[src/inc/tcc_params.svh]
`ifndef TCC_PARAMS_SVH
`define TCC_PARAMS_SVH
`define TCC_CNT_W 8
`define TCC_ZERO 8'h00
`define TCC_MAX 8'hff
`define TCC_WGM_NORMAL 3'h0
`define TCC_WGM_CTC 3'h2
`define TCC_COM_NONE 2'h0
`define TCC_COM_TOGGLE 2'h1
`define TCC_COM_CLEAR 2'h2
`define TCC_COM_SET 2'h3
`define TCC_CS_STOP 3'h0
`define TCC_CS_DIV1 3'h1
`define TCC_CS_DIV8 3'h2
`define TCC_CS_DIV64 3'h3
`define TCC_CS_DIV256 3'h4
`define TCC_CS_DIV1024 3'h5
`define TCC_PRE_W 10
`define TCC_PRE_ZERO 10'h000
`define TCC_PRE_ONE 10'h001
`define TCC_MASK8 10'h007
`define TCC_MASK64 10'h03f
`define TCC_MASK256 10'h0ff
`define TCC_MASK1024 10'h3ff
`endif

[src/inc/tcc_pkg.sv]
package tcc_pkg;
    typedef logic [2:0] tcc_wgm_t;
    typedef logic [1:0] tcc_com_t;
    typedef logic [2:0] tcc_cs_t;
    typedef logic [7:0] tcc_cnt_t;
endpackage

[src/inc/tcc_tick_if.sv]
`timescale 1ns/1ps
interface tcc_tick_if;
    logic [2:0] clockSelect;
    logic timerTick;
    modport src (input clockSelect, output timerTick);
    modport dst (output clockSelect, input timerTick);
endinterface

[src/hdl/tcc_timer.sv]
`timescale 1ns/1ps
`include "tcc_params.svh"
// How it works
// - Force strobe acts only in non-PWM modes
// - Forced match drives latch, no flag/clear
// - Counter write blocks matches next tick
// - Latch holds across waveform mode changes
// - Output mode bits act immediately, unbuffered
// - Reset clears output latch to zero
// - Nonzero mode overrides port value on pin
// - Mode zero leaves latch unchanged
// - Counting depends on waveform mode and clock select
// - Normal mode counts up, wraps FF to 00
// - Overflow flag set as counter reaches zero
// - Interrupt service clears overflow flag
// - Normal mode accepts counter writes anytime
// - Clear-on-match clears counter at compare A
// - Compare A unbuffered; low value wraps first
// - Compare A flag set each period top
// - Toggle mode gives divided square wave
// - Tick from I/O clock, five prescale factors
// - Clear-on-match overflow on MAX to zero
// - Compare flag set one tick after equality
// - Writing one clears a compare flag
// - CPU counter write beats clear or count
// - Clock select zero stops the tick
module tcc_timer (
    // Clock and reset
    input wire logic sys_clk,
    input wire logic rst,
    // Configuration
    input wire tcc_pkg::tcc_wgm_t waveformMode,
    input wire tcc_pkg::tcc_cs_t clockSelect,
    input wire tcc_pkg::tcc_com_t compareAOutputMode,
    input wire tcc_pkg::tcc_com_t compareBOutputMode,
    input wire tcc_pkg::tcc_cnt_t compareAValue,
    input wire tcc_pkg::tcc_cnt_t compareBValue,
    // Counter write port
    input wire logic counterWrite,
    input wire tcc_pkg::tcc_cnt_t counterWriteData,
    // Strobes
    input wire logic forceCompareStrobeA,
    input wire logic forceCompareStrobeB,
    // Flag clearing by writing one, and by interrupt service
    input wire logic compareAFlagClear,
    input wire logic compareBFlagClear,
    input wire logic overflowFlagClear,
    input wire logic overflowServiced,
    input wire logic compareAServiced,
    input wire logic compareBServiced,
    // Port pin logic
    input wire logic portAValue,
    input wire logic portBValue,
    input wire logic compareAPinDirection,
    input wire logic compareBPinDirection,
    // Status
    output tcc_pkg::tcc_cnt_t counterValue,
    output logic overflowFlag,
    output logic compareAFlag,
    output logic compareBFlag,
    output logic outputALatch,
    output logic outputBLatch,
    // Pins
    output logic pinAOut,
    output logic pinAOe,
    output logic pinBOut,
    output logic pinBOe
);
    tcc_tick_if tickLink ();

    // Counter and match blocking
    tcc_pkg::tcc_cnt_t count_r;
    tcc_pkg::tcc_cnt_t count_nxt;
    tcc_pkg::tcc_cnt_t countInc;
    logic blockMatch_r;
    logic blockMatch_nxt;
    // A match waits here for the timer tick that raises its flag
    logic matchAPend_r;
    logic matchAPend_nxt;
    logic matchBPend_r;
    logic matchBPend_nxt;
    // Flags
    logic ovf_r;
    logic ovf_nxt;
    logic flagA_r;
    logic flagA_nxt;
    logic flagB_r;
    logic flagB_nxt;
    // Output compare latches
    logic latchA_r;
    logic latchA_nxt;
    logic latchB_r;
    logic latchB_nxt;

    // Decoded modes and tick
    logic timerTick;
    logic normalMode;
    logic ctcMode;
    logic nonPwm;
    // Comparator and match events
    logic eqA;
    logic eqB;
    logic matchA;
    logic matchB;
    logic ctcClear;
    logic atMax;
    logic wrapToZero;
    // Latch actions
    logic forceA;
    logic forceB;
    logic actA;
    logic actB;
    // Flag set and clear requests
    logic ovfSet;
    logic ovfClr;
    logic flagASet;
    logic flagAClr;
    logic flagBSet;
    logic flagBClr;
    // Pin source selection
    logic overrideA;
    logic overrideB;

    // Next latch value for one compare action
    function automatic logic compareAction(input logic cur, input tcc_pkg::tcc_com_t mode);
        logic res;
        res = cur;
        unique case (mode)
            `TCC_COM_NONE: res = cur;
            `TCC_COM_TOGGLE: res = ~cur;
            `TCC_COM_CLEAR: res = 1'b0;
            `TCC_COM_SET: res = 1'b1;
        endcase
        return res;
    endfunction

    // Hardware set wins over a clear that lands in the same cycle
    function automatic logic flagNext(input logic setReq, input logic clrReq, input logic cur);
        logic res;
        res = cur;
        if (setReq) begin
            res = 1'b1;
        end else if (clrReq) begin
            res = 1'b0;
        end
        return res;
    endfunction

    tcc_prescaler u_prescaler (
        .sys_clk(sys_clk),
        .rst(rst),
        .tick(tickLink.src)
    );

    assign tickLink.clockSelect = clockSelect;
    assign timerTick = tickLink.timerTick;

    // Only normal and clear-on-match are non-PWM; other codes count as PWM here
    assign normalMode = (waveformMode == `TCC_WGM_NORMAL);
    assign ctcMode = (waveformMode == `TCC_WGM_CTC);
    assign nonPwm = normalMode || ctcMode;

    // Comparator runs on the live unbuffered compare values
    assign eqA = (count_r == compareAValue);
    assign eqB = (count_r == compareBValue);
    // A counter write blocks the match seen during the following tick
    assign matchA = timerTick && eqA && !blockMatch_r;
    assign matchB = timerTick && eqB && !blockMatch_r;
    // A blocked match at the top does not clear, so the counter may still wrap
    assign ctcClear = ctcMode && matchA;
    assign atMax = (count_r == `TCC_MAX);
    assign wrapToZero = timerTick && !ctcClear && atMax;
    assign countInc = count_r + 8'h01;

    always_comb begin
        count_nxt = count_r;
        if (counterWrite) begin
            count_nxt = counterWriteData;
        end else if (timerTick) begin
            if (ctcClear) begin
                count_nxt = `TCC_ZERO;
            end else begin
                count_nxt = countInc;
            end
        end
    end

    // Blocking lasts until the next timer tick is consumed, even while stopped
    assign blockMatch_nxt = counterWrite ? 1'b1 : (timerTick ? 1'b0 : blockMatch_r);

    // Pending matches move only on timer ticks, so the flag lags by one tick
    assign matchAPend_nxt = timerTick ? matchA : matchAPend_r;
    assign matchBPend_nxt = timerTick ? matchB : matchBPend_r;

    // A counter write in the wrap cycle replaces the wrap, so no overflow then
    assign ovfSet = wrapToZero && !counterWrite;
    assign ovfClr = overflowFlagClear || overflowServiced;
    assign flagASet = matchAPend_r && timerTick;
    assign flagAClr = compareAFlagClear || compareAServiced;
    assign flagBSet = matchBPend_r && timerTick;
    assign flagBClr = compareBFlagClear || compareBServiced;
    assign ovf_nxt = flagNext(ovfSet, ovfClr, ovf_r);
    assign flagA_nxt = flagNext(flagASet, flagAClr, flagA_r);
    assign flagB_nxt = flagNext(flagBSet, flagBClr, flagB_r);

    // Strobes feed the latch directly and are never stored
    assign forceA = nonPwm && forceCompareStrobeA;
    assign forceB = nonPwm && forceCompareStrobeB;
    // Forced actions reach only the latch, never the flags or the counter
    assign actA = matchA || forceA;
    assign actB = matchB || forceB;
    assign latchA_nxt = actA ? compareAction(latchA_r, compareAOutputMode) : latchA_r;
    assign latchB_nxt = actB ? compareAction(latchB_r, compareBOutputMode) : latchB_r;

    // One short block per register keeps every reset value easy to audit
    always_ff @(posedge sys_clk) begin
        if (rst) begin
            count_r <= `TCC_ZERO;
        end else begin
            count_r <= count_nxt;
        end
    end

    always_ff @(posedge sys_clk) begin
        if (rst) begin
            blockMatch_r <= 1'b0;
        end else begin
            blockMatch_r <= blockMatch_nxt;
        end
    end

    always_ff @(posedge sys_clk) begin
        if (rst) begin
            matchAPend_r <= 1'b0;
        end else begin
            matchAPend_r <= matchAPend_nxt;
        end
    end

    always_ff @(posedge sys_clk) begin
        if (rst) begin
            matchBPend_r <= 1'b0;
        end else begin
            matchBPend_r <= matchBPend_nxt;
        end
    end

    always_ff @(posedge sys_clk) begin
        if (rst) begin
            ovf_r <= 1'b0;
        end else begin
            ovf_r <= ovf_nxt;
        end
    end

    always_ff @(posedge sys_clk) begin
        if (rst) begin
            flagA_r <= 1'b0;
        end else begin
            flagA_r <= flagA_nxt;
        end
    end

    always_ff @(posedge sys_clk) begin
        if (rst) begin
            flagB_r <= 1'b0;
        end else begin
            flagB_r <= flagB_nxt;
        end
    end

    always_ff @(posedge sys_clk) begin
        if (rst) begin
            latchA_r <= 1'b0;
        end else begin
            latchA_r <= latchA_nxt;
        end
    end

    always_ff @(posedge sys_clk) begin
        if (rst) begin
            latchB_r <= 1'b0;
        end else begin
            latchB_r <= latchB_nxt;
        end
    end

    assign counterValue = count_r;
    assign overflowFlag = ovf_r;
    assign compareAFlag = flagA_r;
    assign compareBFlag = flagB_r;
    assign outputALatch = latchA_r;
    assign outputBLatch = latchB_r;

    // Pin override by any nonzero mode; direction stays with the port
    assign overrideA = (compareAOutputMode != `TCC_COM_NONE);
    assign overrideB = (compareBOutputMode != `TCC_COM_NONE);
    assign pinAOut = overrideA ? latchA_r : portAValue;
    assign pinBOut = overrideB ? latchB_r : portBValue;
    assign pinAOe = compareAPinDirection;
    assign pinBOe = compareBPinDirection;
endmodule

[src/hdl/tcc_prescaler.sv]
`timescale 1ns/1ps
`include "tcc_params.svh"
module tcc_prescaler #(
    parameter int PRE_W = `TCC_PRE_W
) (
    // Clock and reset
    input wire logic sys_clk,
    input wire logic rst,
    // Tick link
    tcc_tick_if.src tick
);
    logic [PRE_W-1:0] preCnt_r;
    logic [PRE_W-1:0] preCnt_nxt;
    logic [PRE_W-1:0] tickMask;
    logic tickOn;

    assign preCnt_nxt = preCnt_r + PRE_W'(`TCC_PRE_ONE);

    always_comb begin
        tickOn = 1'b1;
        unique case (tick.clockSelect)
            `TCC_CS_STOP: begin
                tickMask = PRE_W'(`TCC_PRE_ZERO);
                tickOn = 1'b0;
            end
            `TCC_CS_DIV1: tickMask = PRE_W'(`TCC_PRE_ZERO);
            `TCC_CS_DIV8: tickMask = PRE_W'(`TCC_MASK8);
            `TCC_CS_DIV64: tickMask = PRE_W'(`TCC_MASK64);
            `TCC_CS_DIV256: tickMask = PRE_W'(`TCC_MASK256);
            `TCC_CS_DIV1024: tickMask = PRE_W'(`TCC_MASK1024);
            default: begin
                // External clock sources are not part of this block
                tickMask = PRE_W'(`TCC_PRE_ZERO);
                tickOn = 1'b0;
            end
        endcase
    end

    // Free-running prescaler; a tick marks each wrap of the selected low bits
    assign tick.timerTick = tickOn && ((preCnt_r & tickMask) == tickMask);

    always_ff @(posedge sys_clk) begin
        if (rst) begin
            preCnt_r <= PRE_W'(`TCC_PRE_ZERO);
        end else begin
            preCnt_r <= preCnt_nxt;
        end
    end
endmodule

[config.mk]
export PLATFORM = sky130hd
export DESIGN_NAME = tcc_timer
export DESIGN_NICKNAME = d
export VERILOG_FILES = /design/src/inc/tcc_pkg.sv /design/src/inc/tcc_tick_if.sv /design/src/hdl/tcc_timer.sv /design/src/hdl/tcc_prescaler.sv
export VERILOG_INCLUDE_DIRS = /design/src /design/src/inc
export SDC_FILE = /design/constraint.sdc
export NUM_CORES = 1
export LEC_CHECK = 0
export ABC_AREA = 1
export BUFFER_PORTS_ARGS = -buffer_cell sky130_fd_sc_hd__buf_2
export CELL_PAD_IN_SITES_DETAIL_PLACEMENT = 1
export CELL_PAD_IN_SITES_GLOBAL_PLACEMENT = 1
export CORE_UTILIZATION = 32
export CTS_CLUSTER_SIZE = 28
export DETAILED_ROUTE_END_ITERATION = 10
export GPL_TIMING_DRIVEN = 0
export HOLD_SLACK_MARGIN = 0.1
export MAX_ROUTING_LAYER = met4
export PLACE_DENSITY = 0.84
export SYNTH_ARGS = -nofsm -noshare
export SYNTH_HDL_FRONTEND = slang
export SYNTH_SLANG_ARGS = --single-unit
[constraint.sdc]
create_clock -name sys_clk -period 2 [get_ports sys_clk]
set_clock_uncertainty 0.2 [all_clocks]
set_input_delay 0.1 -clock sys_clk [delete_from_list [all_inputs] [get_ports sys_clk]]
set_output_delay 0.1 -clock sys_clk [all_outputs]
set_load 0.05 [all_outputs]
==> run_results.csv <==
group,metric,value,unit
worst_setup_path,endpoint_kind,"register",
sta,rsz0062_at_grt,"false",
clock_tree,cts_tree,"done",
place,io_buffers,63,
detailed_routing,wl,5.42,mm
detailed_routing,drt_iter0_markers,65,
sta,final.setup.tns,0,ps
clock_tree,clk_pin_slew,90,ps
sta,worst_pin_slew,650,ps
floorplanning,pin_count,66,
worst_setup_path,crit_top_cell,"dlygate4sd3_1",
clock_tree,cts.sinks,26,
final_layout,nets,410,
final_layout,diodes,0,
place,place_congestion,0.759,
floorplanning,die_width,73.8,um
detailed_routing,vias,1979,
worst_setup_path,critPathKind,"in -> reg",
worst_setup_path,cp_max_fo,1,
clock_tree,htreeDepth,1,
yosys,synth_nets,313,
yosys,avgSynthCellArea,6.29,um2
power,cellPowerDensity,489,nW/um2
clock_tree,cts_setup_buffers,0,
worst_setup_path,cp.arrival,1860,ps
power,peakVddDrop,0.000291,V
grt,antenna_found_initial,0,
worst_setup_path,critPathBufInv,3,
grt,grtUsageTotal,0.218,
sta,final-setup-viol-count,0,
job,maxCapViolations,0,
floorplanning,fp.dieArea,5440,um2
floorplanning,core,4850,um2
floorplanning,initial_utilization,0.340,
worst_setup_path,cpPeakStageDelay,560,ps
sta,drv_slew,0,
floorplanning,row_count,25,
floorplanning,fp.dieH,73.8,um
detailed_routing,drc,0,
place,dp_hpwl,3.73,mm
final_layout,drive_gt1_frac,0.238,
sta,period_needed,1850,ps
worst_setup_path,worst_ep_required_time,2010,ps
final_layout,n_fill_cell,679,
detailed_routing,drt-pass1-iter-count,4,
sta,hold_violations,0,
clock_tree,cts_buffer_depth,2,
sta,fin_ws,150,ps
final_layout,multiInputGateArea,955,um2
yosys,synth.yosys.seq_area_share,0.316,
detailed_routing,ant_nets,0,
yosys,ys_types,25,
yosys,syn-cell-area,1650,um2
yosys,synth-seq-cells,26,
clock_tree,cts_buffers,3,
status,outcome,"finished, final reports clean",
final_layout,area_delta_synth_final,45.2,%
detailed_routing,wl_per_cell,12.8,um
grt,grt_pass1_vias,1993,
clock_tree,worstSkewPairLatency,280,ps
sta,finalCritPeriodShare,0.925,
worst_setup_path,worst_path_max_delay_cell,"dlygate4sd3_1",
sta,relSlewSlack,0.567,
worst_setup_path,path_cells,"dlygate4sd3_1 > buf_2 > or3b_2 > dlygate4sd3_1 > a21oi_1",
worst_setup_path,path_delay_family,"buffers and inverters",
power,power.leakage,0.00120,uW
grt,overflow,0,
sta,fmax,541,MHz
yosys,syn_inst,262,
grt,grt_max_degree,14,
clock_tree,cts-root-buf,"clkbuf_8",
place,place_worst_setup_slack,116,ps
grt,grt_pass1_wl,8.88,mm
yosys,yosys_warnings,0,
detailed_routing,viasPerCell,4.67,
worst_setup_path,startpoint_type,"input pin",
final_layout,sequential_cell_area,524,um2
min_path,hold_path_class,"in -> reg",
-- layout by cell type, fill, tap and decap left out, types with 4 or more instances in the layout --
cell type	netlist	routed
nand3b_1	7	7
a21oi_1	24	24
inv_1	34	34
xor2_1	7	7
nor2_1	26	25
xnor2_1	5	5
buf_2	4	67
nand2_1	85	85
dlygate4sd3_1	0	29
o21ai_0	4	4
dfxtp_1	26	23
nand3_1	15	15
-- worst register-to-register path, cell delays in order (launching register included) --
cell      delay, ps
dfxtp_1         430
nand3_1         130
nand2_1         120
nand3_2         100
nor2_4          240
inv_2           130
nor2_8          180
nand3b_1        120
a21oi_1         130
-- layout make-up --
| cell class | count | area share |
|---|---|---|
| timing repair buffer | 92 | 0.253 |
| clock buffer | 3 | 0.0172 |
| multi-input combinational | 190 | 0.399 |
| sequential | 26 | 0.219 |
| tap | 67 | 0.0350 |
| buffer | 9 | 0.0193 |
| inverter | 37 | 0.0580 |
-- flip-flops by register name, indices dropped and copies added, names as in the netlist --
register,flops
outputALatch,1
u_prescaler.preCnt_r,10
counterValue,8
compareBFlag,1
matchAPend_r,1
compareAFlag,1
outputBLatch,1
blockMatch_r,1
overflowFlag,1
matchBPend_r,1
-- layer usage --
layer | track usage | wire, um | vias up
li1 | - | - | 1006
met1 | 0.256 | 2440 | 920
met2 | 0.402 | 2760 | 48
met3 | 0.0192 | 171 | 5
met4 | 0.0449 | 43 | 0
met5 | - | 0 | -
-- cell usage after synthesis --
master,n,share of area
dfxtp_1,26,0.32
nand3_1,15,0.046
ha_1,2,0.015
o22ai_1,2,0.0076
nor2_8,1,0.012
and3_1,1,0.0038
nor3_1,3,0.0091
nand3b_1,7,0.032
xnor2_1,5,0.027
nand3_2,1,0.0061
nor2_4,2,0.014
a21oi_1,24,0.073
buf_4,2,0.0091
nor3b_1,2,0.0091
inv_2,3,0.0068
nor2_1,26,0.059
xor2_1,7,0.037
nand4_1,1,0.0038
o21ai_0,4,0.012
clkbuf_1,3,0.0068
nand2_1,85,0.19
inv_1,34,0.077
buf_2,4,0.012
nand4_2,1,0.0076
or3b_2,1,0.0053
-- power breakdown --
group | leakage, uW | internal [uW] | total, uW | switching, uW
logic | 0.000966 | 136 | 317 | 181
registers | 0.000213 | 535 | 552 | 17.0
clock network | 0.0000216 | 135 | 302 | 167
total | 0.00120 | 807 | 1170 | 365
-- timing repair --
item | in CTS | in global routing
endpoints found under the setup margin | 0 | 9
resized for setup | 0 | 3
hold buffers | 29 | 0
endpoints found under the hold margin | 21 | 0
-- logic make-up after synthesis --
family,count (synthesis),synth area share
and+or+nand+nor,146,0.401
DFF,26,0.316
xor gates and xnor gates,12,0.0637
buffers and inverters,46,0.112
AOI/OAI and AO/OA,30,0.0926
adders and majority gates,2,0.0152
-- path summary, 6_finish.rpt --
kind / startpoint / to / slack, ps / depth (start not counted)
max reg2reg: u_prescaler.preCnt_r[4]$_SDFF_PP0_ / overflowFlag$_SDFFE_PP0P_ / 170 / 8
max: overflowFlagClear / overflowFlag$_SDFFE_PP0P_ / 150 / 5
min: compareBValue[3] / matchBPend_r$_SDFFE_PP0N_ / 130 / 8
min reg2reg: u_prescaler.preCnt_r[0]$_SDFF_PP0_ / u_prescaler.preCnt_r[0]$_SDFF_PP0_ / 260 / 1
-- stage by stage --
step	util	instance area (um2)	std cells	power, uW	hold slack (ps)
6_report	0.494	2390	424	1170	126
5_1_grt	0.494	2390	424	1240	184
4_1_cts	0.491	2380	424	1170	128
3_5_place_dp	0.423	2050	392	833	145
3_3_place_gp	0.423	2050	392	824	139
2_1_floorplan	-	1650	262	736	-22.5
Power figures use the tool's default switching activity.
